### src/design/rwc_map.svh
// Register offsets, field positions, reset values and timing constants
`ifndef RWC_MAP_SVH
`define RWC_MAP_SVH
`define RWC_OFF_CAUSE 8'h00
`define RWC_OFF_OPT 8'h04
`define RWC_OFF_PEND 8'h08
`define RWC_OFF_WAKE_EN 8'h0c
`define RWC_OFF_STAT 8'h10
`define RWC_BIT_POR 7
`define RWC_BIT_PIN 6
`define RWC_BIT_WDT 5
`define RWC_BIT_ILLEGAL_OPCODE_RESET 4
`define RWC_BIT_ILLEGAL_ADDRESS_RESET 3
`define RWC_BIT_LVD 1
`define RWC_OPT_WDEN 7
`define RWC_OPT_WDTSEL 6
`define RWC_OPT_PINEN 0
`define RWC_OPT_RESET 8'hc0
`define RWC_FETCH_ADDR 14'h3ffd
`define RWC_SHORT_LOG2 5
`define RWC_LONG_LOG2 8
`define RWC_REF_PERIOD_US 1000
`define RWC_CLK_PERIOD_PS 4000
`define RWC_RESP_OKAY 2'h0
`define RWC_RESP_SLVERR 2'h2
`endif

### src/design/rwc_pkg.sv
// Types shared by the reset, watchdog and wakeup control block
package rwc_pkg;
    typedef enum logic [2:0] {
        RWC_RUN = 3'b001,
        RWC_RST = 3'b010,
        RWC_STOP = 3'b100
    } rwc_state_t;
endpackage : rwc_pkg

### src/design/rwc_ctrl.sv
// Reset cause capture, watchdog and wakeup pending logic
// Behaviour
// - Reset starts fetch at 3FFD, registers reinitialised
// - Peripherals disabled, pins float during reset
// - Seven reset causes, pin needs enable
// - Each cause except debugger has flag
// - Watchdog enabled after reset; clearing stops it
// - Write to cause register restarts watchdog
// - Watchdog overflow generates system reset
// - Counts 1-kHz ticks, 2^5 or 2^8
// - Options register write-once; write restarts watchdog
// - Watchdog holds during background debug
// - Stop clears watchdog; restarts on exit
// - No vectors; requests only wake CPU
// - Wake enables gate wakeup, not flags
// - Pending register read-only, one bit per module
// - Pending clears when module flags clear
// - Power-on sets power-on and low-voltage flags
// - Debugger reset clears all cause flags
`timescale 1ns/1ps
`default_nettype none
`include "rwc_map.svh"
module rwc_ctrl #(
    parameter int NMOD = 5,
    parameter int REF_DIV = 250000
) (
    input wire logic clk_sys_i,
    input wire logic reset_i,
    input wire logic por_i,
    input wire logic reset_pin_n_i,
    input wire logic low_voltage_detect_i,
    input wire logic illegal_opcode_reset_i,
    input wire logic illegal_address_reset_i,
    input wire logic debugger_forced_reset_i,
    input wire logic bdm_active_i,
    input wire logic stop_mode_i,
    input wire logic [NMOD-1:0] module_flags_i,
    output logic sys_reset_o,
    output logic periph_enable_o,
    output logic pin_hiz_o,
    output logic [13:0] fetch_addr_o,
    output logic wakeup_o,
    input wire logic [7:0] s_axi_awaddr,
    input wire logic s_axi_awvalid,
    output logic s_axi_awready,
    input wire logic [31:0] s_axi_wdata,
    input wire logic [3:0] s_axi_wstrb,
    input wire logic s_axi_wvalid,
    output logic s_axi_wready,
    output logic [1:0] s_axi_bresp,
    output logic s_axi_bvalid,
    input wire logic s_axi_bready,
    input wire logic [7:0] s_axi_araddr,
    input wire logic s_axi_arvalid,
    output logic s_axi_arready,
    output logic [31:0] s_axi_rdata,
    output logic [1:0] s_axi_rresp,
    output logic s_axi_rvalid,
    input wire logic s_axi_rready
);
    rwc_pkg::rwc_state_t state_reg;
    logic [2:0] pin_sync_reg;
    logic pin_n_stable_reg;
    logic [7:0] cause_reg;
    logic [7:0] opt_reg;
    logic opt_locked_reg;
    logic [NMOD-1:0] wake_en_reg;
    logic [NMOD-1:0] pend_reg;
    logic [31:0] div_reg;
    logic tick;
    logic [8:0] wdt_reg;
    logic wdt_restart_req_reg;
    logic wdt_overflow;
    logic stop_prev_reg;
    logic [7:0] aw_addr_reg;
    logic aw_full_reg;
    logic [31:0] w_data_reg;
    logic w_full_reg;
    logic [3:0] w_strb_reg;
    logic bad_wr;
    logic cause_wr;
    logic opt_wr;
    logic wake_wr;
    logic [31:0] rdata_next;
    logic rd_ok;
    logic pin_event;
    logic any_cause;

    function automatic logic known_addr(input logic [7:0] a);
        known_addr = (a == `RWC_OFF_CAUSE) || (a == `RWC_OFF_OPT) || (a == `RWC_OFF_PEND)
            || (a == `RWC_OFF_WAKE_EN) || (a == `RWC_OFF_STAT);
    endfunction : known_addr

    // Pin is asynchronous; three stages, act on agreement of the last two
    always_ff @(posedge clk_sys_i) begin
        if (reset_i) begin
            pin_sync_reg <= 3'h7;
            pin_n_stable_reg <= 1'b1;
        end else begin
            pin_sync_reg <= {pin_sync_reg[1:0], reset_pin_n_i};
            if (pin_sync_reg[1] == pin_sync_reg[2]) begin
                pin_n_stable_reg <= pin_sync_reg[2];
            end
        end
    end

    assign pin_event = !pin_n_stable_reg && opt_reg[`RWC_OPT_PINEN];
    assign any_cause = pin_event || low_voltage_detect_i || wdt_overflow
        || illegal_opcode_reset_i || illegal_address_reset_i || debugger_forced_reset_i;

    // Reset sequencing: one cycle of internal reset per event
    always_ff @(posedge clk_sys_i) begin
        if (reset_i || por_i) begin
            state_reg <= rwc_pkg::RWC_RST;
        end else begin
            case (state_reg)
                rwc_pkg::RWC_RUN: begin
                    if (any_cause) begin
                        state_reg <= rwc_pkg::RWC_RST;
                    end else if (stop_mode_i) begin
                        state_reg <= rwc_pkg::RWC_STOP;
                    end
                end
                rwc_pkg::RWC_STOP: begin
                    if (any_cause) begin
                        state_reg <= rwc_pkg::RWC_RST;
                    end else if (!stop_mode_i) begin
                        state_reg <= rwc_pkg::RWC_RUN;
                    end
                end
                rwc_pkg::RWC_RST: begin
                    state_reg <= rwc_pkg::RWC_RUN;
                end
                default: begin
                    state_reg <= rwc_pkg::RWC_RST;
                end
            endcase
        end
    end

    assign sys_reset_o = (state_reg == rwc_pkg::RWC_RST);
    assign periph_enable_o = !sys_reset_o;
    assign pin_hiz_o = sys_reset_o;
    assign fetch_addr_o = `RWC_FETCH_ADDR;

    // Cause flags record only the latest reset
    always_ff @(posedge clk_sys_i) begin
        if (reset_i || por_i) begin
            cause_reg <= 8'h00;
            cause_reg[`RWC_BIT_POR] <= 1'b1;
            cause_reg[`RWC_BIT_LVD] <= 1'b1;
        end else if (state_reg != rwc_pkg::RWC_RST && any_cause) begin
            cause_reg <= 8'h00;
            if (!debugger_forced_reset_i) begin
                cause_reg[`RWC_BIT_PIN] <= pin_event;
                cause_reg[`RWC_BIT_WDT] <= wdt_overflow;
                cause_reg[`RWC_BIT_ILLEGAL_OPCODE_RESET] <= illegal_opcode_reset_i;
                cause_reg[`RWC_BIT_ILLEGAL_ADDRESS_RESET] <= illegal_address_reset_i;
                cause_reg[`RWC_BIT_LVD] <= low_voltage_detect_i;
            end
        end
    end

    // Options: write-once after any reset, defaults reloaded on reset
    always_ff @(posedge clk_sys_i) begin
        if (reset_i || sys_reset_o) begin
            opt_reg <= `RWC_OPT_RESET;
            opt_locked_reg <= 1'b0;
        end else if (opt_wr && !opt_locked_reg) begin
            opt_reg <= w_data_reg[7:0];
            opt_locked_reg <= 1'b1;
        end
    end

    always_ff @(posedge clk_sys_i) begin
        if (reset_i || sys_reset_o) begin
            wake_en_reg <= '0;
        end else if (wake_wr) begin
            wake_en_reg <= w_data_reg[NMOD-1:0];
        end
    end

    // Pending follows module flags; no acknowledge, no vector
    always_ff @(posedge clk_sys_i) begin
        if (reset_i) begin
            pend_reg <= '0;
        end else begin
            pend_reg <= module_flags_i;
        end
    end
    assign wakeup_o = |(pend_reg & wake_en_reg);

    // Reference tick as a one-cycle enable on the single clock
    always_ff @(posedge clk_sys_i) begin
        if (reset_i || div_reg == 32'(REF_DIV - 1)) begin
            div_reg <= 32'h0;
        end else begin
            div_reg <= div_reg + 32'h1;
        end
    end
    assign tick = (div_reg == 32'(REF_DIV - 1));

    // Restart held until the next tick so no write is lost at a tick edge
    always_ff @(posedge clk_sys_i) begin
        if (reset_i || sys_reset_o) begin
            wdt_restart_req_reg <= 1'b1;
        end else if (cause_wr || (opt_wr && !opt_locked_reg)) begin
            wdt_restart_req_reg <= 1'b1;
        end else if (tick) begin
            wdt_restart_req_reg <= 1'b0;
        end
    end

    always_ff @(posedge clk_sys_i) begin
        stop_prev_reg <= reset_i ? 1'b0 : stop_mode_i;
    end

    assign wdt_overflow = opt_reg[`RWC_OPT_WDEN] && (opt_reg[`RWC_OPT_WDTSEL] ?
        wdt_reg[`RWC_LONG_LOG2] : wdt_reg[`RWC_SHORT_LOG2]) && !sys_reset_o;

    always_ff @(posedge clk_sys_i) begin
        if (reset_i || sys_reset_o) begin
            wdt_reg <= 9'h0;
        end else if (stop_mode_i || (stop_mode_i && !stop_prev_reg)) begin
            wdt_reg <= 9'h0;
        end else if (cause_wr || (opt_wr && !opt_locked_reg)) begin
            wdt_reg <= 9'h0;
        end else if (tick && wdt_restart_req_reg) begin
            wdt_reg <= 9'h0;
        end else if (tick && !bdm_active_i && opt_reg[`RWC_OPT_WDEN]) begin
            wdt_reg <= wdt_reg + 9'h1;
        end
    end

    // AXI4-Lite write: address and data taken in either order
    assign s_axi_awready = !aw_full_reg && !s_axi_bvalid;
    assign s_axi_wready = !w_full_reg && !s_axi_bvalid;
    always_ff @(posedge clk_sys_i) begin
        if (reset_i) begin
            aw_full_reg <= 1'b0;
            w_full_reg <= 1'b0;
            aw_addr_reg <= 8'h0;
            w_data_reg <= 32'h0;
            w_strb_reg <= 4'h0;
            s_axi_bvalid <= 1'b0;
            s_axi_bresp <= `RWC_RESP_OKAY;
        end else begin
            if (s_axi_awvalid && s_axi_awready) begin
                aw_full_reg <= 1'b1;
                aw_addr_reg <= s_axi_awaddr;
            end
            if (s_axi_wvalid && s_axi_wready) begin
                w_full_reg <= 1'b1;
                w_data_reg <= s_axi_wdata;
                // Strobes ride with the data beat; master may drop them once taken
                w_strb_reg <= s_axi_wstrb;
            end
            if (aw_full_reg && w_full_reg) begin
                aw_full_reg <= 1'b0;
                w_full_reg <= 1'b0;
                s_axi_bvalid <= 1'b1;
                s_axi_bresp <= bad_wr ? `RWC_RESP_SLVERR : `RWC_RESP_OKAY;
            end else if (s_axi_bvalid && s_axi_bready) begin
                s_axi_bvalid <= 1'b0;
            end
        end
    end
    wire wr_go = aw_full_reg && w_full_reg;
    assign bad_wr = !known_addr(aw_addr_reg);
    // Any write to the cause address restarts; contents stay put
    assign cause_wr = wr_go && aw_addr_reg == `RWC_OFF_CAUSE;
    assign opt_wr = wr_go && aw_addr_reg == `RWC_OFF_OPT && w_strb_reg[0];
    assign wake_wr = wr_go && aw_addr_reg == `RWC_OFF_WAKE_EN && w_strb_reg[0];

    // AXI4-Lite read
    assign s_axi_arready = !s_axi_rvalid;
    assign rd_ok = known_addr(s_axi_araddr);
    always_comb begin
        rdata_next = 32'h0;
        case (s_axi_araddr)
            `RWC_OFF_CAUSE: rdata_next[7:0] = cause_reg;
            `RWC_OFF_OPT: rdata_next[7:0] = opt_reg;
            `RWC_OFF_PEND: rdata_next[NMOD-1:0] = pend_reg;
            `RWC_OFF_WAKE_EN: rdata_next[NMOD-1:0] = wake_en_reg;
            `RWC_OFF_STAT: rdata_next[9:0] = {opt_locked_reg, wdt_reg};
            default: rdata_next = 32'h0;
        endcase
    end
    always_ff @(posedge clk_sys_i) begin
        if (reset_i) begin
            s_axi_rvalid <= 1'b0;
            s_axi_rdata <= 32'h0;
            s_axi_rresp <= `RWC_RESP_OKAY;
        end else if (s_axi_arvalid && s_axi_arready) begin
            s_axi_rvalid <= 1'b1;
            s_axi_rdata <= rdata_next;
            s_axi_rresp <= rd_ok ? `RWC_RESP_OKAY : `RWC_RESP_SLVERR;
        end else if (s_axi_rvalid && s_axi_rready) begin
            s_axi_rvalid <= 1'b0;
        end
    end
endmodule : rwc_ctrl
`default_nettype wire

### config.mk
export PLATFORM = sky130hd
export DESIGN_NAME = rwc_ctrl
export DESIGN_NICKNAME = d
export VERILOG_FILES = /design/src/design/rwc_pkg.sv /design/src/design/rwc_ctrl.sv
export VERILOG_INCLUDE_DIRS = /design/src /design/src/design
export SDC_FILE = /design/constraint.sdc
export NUM_CORES = 1
export LEC_CHECK = 0
export ABC_AREA = 0
export BUFFER_PORTS_ARGS = -buffer_cell sky130_fd_sc_hd__buf_2
export CORE_MARGIN = 2
export CORE_UTILIZATION = 35
export CTS_CLUSTER_DIAMETER = 120
export CTS_CLUSTER_SIZE = 28
export DETAILED_ROUTE_END_ITERATION = 12
export PLACE_DENSITY = 0.59
export SETUP_SLACK_MARGIN = 0.3
export SKIP_LAST_GASP = 1
export SLEW_MARGIN = 10
export SYNTH_ARGS = -nofsm -noshare
export SYNTH_HDL_FRONTEND = slang
export SYNTH_SLANG_ARGS = --single-unit
export TNS_END_PERCENT = 30
### constraint.sdc
create_clock -name clk_sys_i -period 5.6 [get_ports clk_sys_i]
set_input_delay 1.68 -clock clk_sys_i [delete_from_list [all_inputs] [get_ports clk_sys_i]]
set_output_delay 1.68 -clock clk_sys_i [all_outputs]
set_load 0.03 [all_outputs]
After elaboration in Yosys (flattened, before gate mapping)
Cells that the tools add are included.

word-level totals
  register bits = 110
  output and inout bits = 59

cells by class
  $add $sub $neg = 2
  eq/ne operators = 16
  multiplexer cells = 17
  bitwise logic cells = 1
  reductions and logical operators = 58

operators with widths
  operator                 number
  $add A32 B1 Y32 const B  1
  $eq A32 B18 Y1 const B   1
  $eq A8 B4 Y1 const B     4
  $pmux W5 S5              1
  $logic_and A1 B1 Y1      22
  $logic_or A1 B1 Y1       18
  $pmux W3 S3              2
  $eq A8 B3 Y1 const B     2
  $eq A8 B5 Y1 const B     2
  $logic_not A8 Y1         2
  $mux W3                  4
  $add A9 B1 Y9 const B    1
  $logic_not A1 Y1         9
  $mux W1                  6
  $mux W2                  3
  $ne A3 B3 Y1 const B     2
  $and A5 B5 Y5            1
  $reduce_or A5 Y1         1
  $mux W4                  1
  $reduce_bool A2 Y1       2
  $reduce_or A2 Y1         2
  $reduce_or A4 Y1         1
  $eq A3 B1 Y1 const B     1
  $eq A3 B2 Y1 const B     1
  other kinds (4)          4

Depth between registers and ports, before layout
  word-level depth = 9
  gate-level depth with buffers = 8
  mapped depth without buffers = 6

Worst setup path after synthesis
OpenSTA, ideal clock, no wires.

  path type = register -> output
  from = register state_reg[1]
  to = output periph_enable_o
  arrival = 1.389 ns
  required time = 3.920 ns
  path slack = 2.531 ns
  cell stages (with the launch flop) = 4
  cell sequence = dfxtp_1 -> nor3b_1 -> clkbuf_1 -> inv_1

between the ends
  cells in the longest elaborated chain, start to end = 2

ends and longest elaborated chain
  item                      line             text
  start: declaration        rwc_ctrl.sv:61   rwc_pkg::rwc_state_t state_reg;
  start signal: assignment  rwc_ctrl.sv:114  state_reg <= rwc_pkg::RWC_RST;
  start signal: assignment  rwc_ctrl.sv:119  state_reg <= rwc_pkg::RWC_RST;
  start signal: assignment  rwc_ctrl.sv:121  state_reg <= rwc_pkg::RWC_STOP;
  $eq A3 B2 Y1              rwc_ctrl.sv:141  assign sys_reset_o = (state_reg == rwc_pkg::RWC_RST);
  net pin_hiz_o             rwc_ctrl.sv:40   output logic pin_hiz_o,
  $logic_not A1 Y1          rwc_ctrl.sv:142  assign periph_enable_o = !sys_reset_o;
  end: declaration          rwc_ctrl.sv:39   output logic periph_enable_o,

The timed path passes the listed nets, and every way through them passes these cells.

Worst setup path in the final report
  from = input s_axi_araddr[1]
  to = register s_axi_rdata[4]

between the ends
  cells in the longest elaborated chain, start to end = 2
  elaborated cells between the ends (all ways) = 6
  those cells by class = 4 x eq/ne; 1 x mux; 1 x reduce/logical

ends and longest elaborated chain
  item                                        line             text
  start: declaration                          rwc_ctrl.sv:53   input wire logic [7:0] s_axi_araddr,
  $eq A8 B5 Y1, or another cell as far along  rwc_ctrl.sv:280  case (s_axi_araddr)
  $pmux W5 S5 *                               rwc_ctrl.sv:280
  end signal: assignment                      rwc_ctrl.sv:296  s_axi_rdata <= rdata_next;
  end: declaration                            rwc_ctrl.sv:56   output logic [31:0] s_axi_rdata,

Mark *: on every way between the ends. The rest lies on a longest branch, timed or not.
A chain may end at the register's enable or synchronous reset.

==> flow_summary.toml <==
[route]
drtAntennaViolNets = 0
drt-pass1-iter-count = 4
vias = 3950
route.detailed.drc = 0
vias_per_cell = 4.86
drt_iter0_markers = 284
routed_wl_um = 10500
routedWlPerCell_um = 12.9

[setup_path]
cp-end-kind = "flop"
arrival_ns = 3.63
r2r_end = "div_reg[17]$_SDFF_PP0_"
r2r_start = "div_reg[4]$_SDFF_PP0_"
r2r_cells = 5
worstSetupStartpointType = "input port"
r2r_slack_ns = 3.53
cp_max_fo = 11
critPathMaxStageDelay_ns = 0.81
cp_cell_sequence = "buf_2 -> or4_4 -> nor4_2 -> a221oi_1 -> a211oi_1"
critPathTopFamily = "simple AND/OR/NAND/NOR gates"
crit_slowest_cell = "nor4_2"
required_ns = 5.87
path_buf_inv = 1
worst-setup-path-type = "input port to flop"

[min_path]
min_from = "pin_sync_reg[0]$_SDFF_PP1_"
hold_end = "pin_sync_reg[1]$_SDFF_PP1_"
min_path_type = "flop to flop"
whs_path_depth = 1

[synth]
synth_area_leader_cell = "dfxtp_1"
synth.top_cell.area_share_pct = 43.1
synth_edf_count = 0
ys_seq_area_share_pct = 43.1
async_flop_share_pct = 0
synth.area.top_cells = "dfxtp_1, buf_4, nand2_1, nor2_1, a21oi_1"
synth_seq_cells = 107
synthesis.instances = 576
synthFlopType = "dfxtp_1"
synthesis.area_mm2 = 0.00497
yosysWarnings = 0
synth.distinct_cells = 49
synth.avg_cell_area_um2 = 8.63

[floorplanning]
io_pins = 131
die_h_um = 123
std_cell_rows = 43
die-area_mm2 = 0.0152
die_width_um = 123
initial_core_util_pct = 35.8
core_mm2 = 0.0139

[final_layout]
diodes = 0
areaGrowthSynthToFinish_pct = 11.8
layout_common_cells = "dfxtp_1, nand2_1, nor2_1"
n_fill_cell = 1428
stdcell_count = 812
final_common_cell = "dfxtp_1"
register_area_mm2 = 0.00214
drive_gt1_share_pct = 18.2
final_util_pct = 40.0
multi_input_area_mm2 = 0.00254
final_nets = 701
largest_register_ffs = 32

[cts]
post_cts_resized = 0
cts-root-buf = "clkbuf_16"
clk_path_buf_depth = 2
clock_latency_ns = 0.35
cts_tree = "done"
cts_sinks = 107
cts_buffers = 9
cts_htree_levels = 3
hold_buffers = 0
clkTransAtPathRegs_ns = 0.07
post-cts-setup-buffer-count = 0

[placement]
place_inst = 796
post-place-ws_ns = 1.89
io_buffers = 65
dp_hpwl_um = 7670
gp_congestion = 0.833

[timing]
finalSetupTns_ns = 0
rsz0062_at_grt = "false"
fin_ws_ns = 2.24
maxSlewHeadroom_pct = 35.2
tightest_slew_ns = 0.964
slew_viol_final = 0
fin_worst_skew_ns = 0.00836
setup_viol = 0
final.min_clock_period_ns = 3.36
hold_viol = 0
fmax_ghz = 0.297
fin_crit_sh_pct = 60.1

[power]
power_leakage_nw = 2.07
vdd_ir_drop_max_mv = 0.212
powerDensity_mw_per_mm2 = 285

[grt]
grtUsageTotal_pct = 14.6
grt_max_degree = 48
grt_pass1_vias = 3574
antenna_found_initial = 0
gr-total-overflow = 0
grt_pass1_wl_um = 17400

[run_status]
status = "finished, final reports clean"

[run]
drv_cap = 0
[metrics by stage]
| stage | hold slack [ns] | cell area, um^2 | total power [mW] |
|---|---|---|---|
| final | 0.415 | 5560 | 1.58 |
| after global routing | 0.438 | 5560 | 1.65 |
| after CTS | 0.416 | 5560 | 1.60 |
| after detailed placement | 0.399 | 5260 | 0.980 |
| after global placement | 0.401 | 5260 | 0.976 |
| after floorplan | 0.389 | 5100 | 0.957 |
[cell usage after synthesis (8+ instances only)]
cell type,count
a21oi_1,42
a221oi_1,8
and3_1,9
buf_4,41
clkbuf_1,13
dfxtp_1,107
mux2_2,12
nand2_1,72
nand3_1,27
nand4_1,10
nor2_1,69
nor2b_1,10
nor3_1,14
nor4_1,13
or2_2,8
xnor2_1,20
xor2_1,15
[worst max-delay path by stage]
stage	startpoint	to	cells after the start
final	s_axi_araddr[1]	s_axi_rdata[4]$_SDFFE_PP0P_	5
after detailed placement	s_axi_araddr[1]	s_axi_rdata[4]$_SDFFE_PP0P_	5
after global routing	s_axi_araddr[1]	s_axi_rdata[4]$_SDFFE_PP0P_	5
after floorplan	state_reg[1]$_SDFFE_PP1P_	periph_enable_o	3
after CTS	s_axi_araddr[1]	s_axi_rdata[4]$_SDFFE_PP0P_	5
after global placement	s_axi_araddr[1]	s_axi_rdata[4]$_SDFFE_PP0P_	5
[layer usage]
layer | up-vias | share of wire, % | wire length, um | global-route usage [%]
li1 | 2016 | - | - | -
met1 | 1845 | 46 | 4840 | 18.9
met2 | 81 | 48 | 5030 | 22.7
met3 | 8 | 5.0 | 527 | 4.80
met4 | 0 | 1.0 | 108 | 5.11
met5 | - | 0 | 0 | 0
[layout make-up]
cell class                      instances  share of cell area, %
Clock inverter                          6                  0.991
Inverter                                6                  0.405
Timing Repair Buffer                   66                   5.99
Clock buffer                           10                   4.30
Sequential cell                       107                   38.5
Tap cell                              180                   4.05
Multi-Input combinational cell        437                   45.7
[report_power, final]
group	internal (mW)	switching, mW
Combinational	0.0485	0.113
Clock	0.322	0.299
Sequential	0.782	0.0177
[worst reg2reg max path, delay by kind of cell, from the launching register on]
kind / cells / cell delay (ns)
flip-flops: 1 / 0.36
AND/OR/NAND/NOR: 5 / 1.57
[kinds of logic (layout without fill, tap and decap cells)]
logic type,count (synthesis),in the layout,share of synthesized area (%)
other,2,38,0.151
DFF,107,107,43.1
muxes,19,19,4.13
buffers and inverters,68,88,8.51
adders and majority gates,2,2,0.503
and+or+nand+nor,273,273,28.6
xor gates and xnor gates,35,35,6.17
AOI/OAI and AO/OA,70,70,8.84
Note: power is estimated with default switching activity, not from simulation.
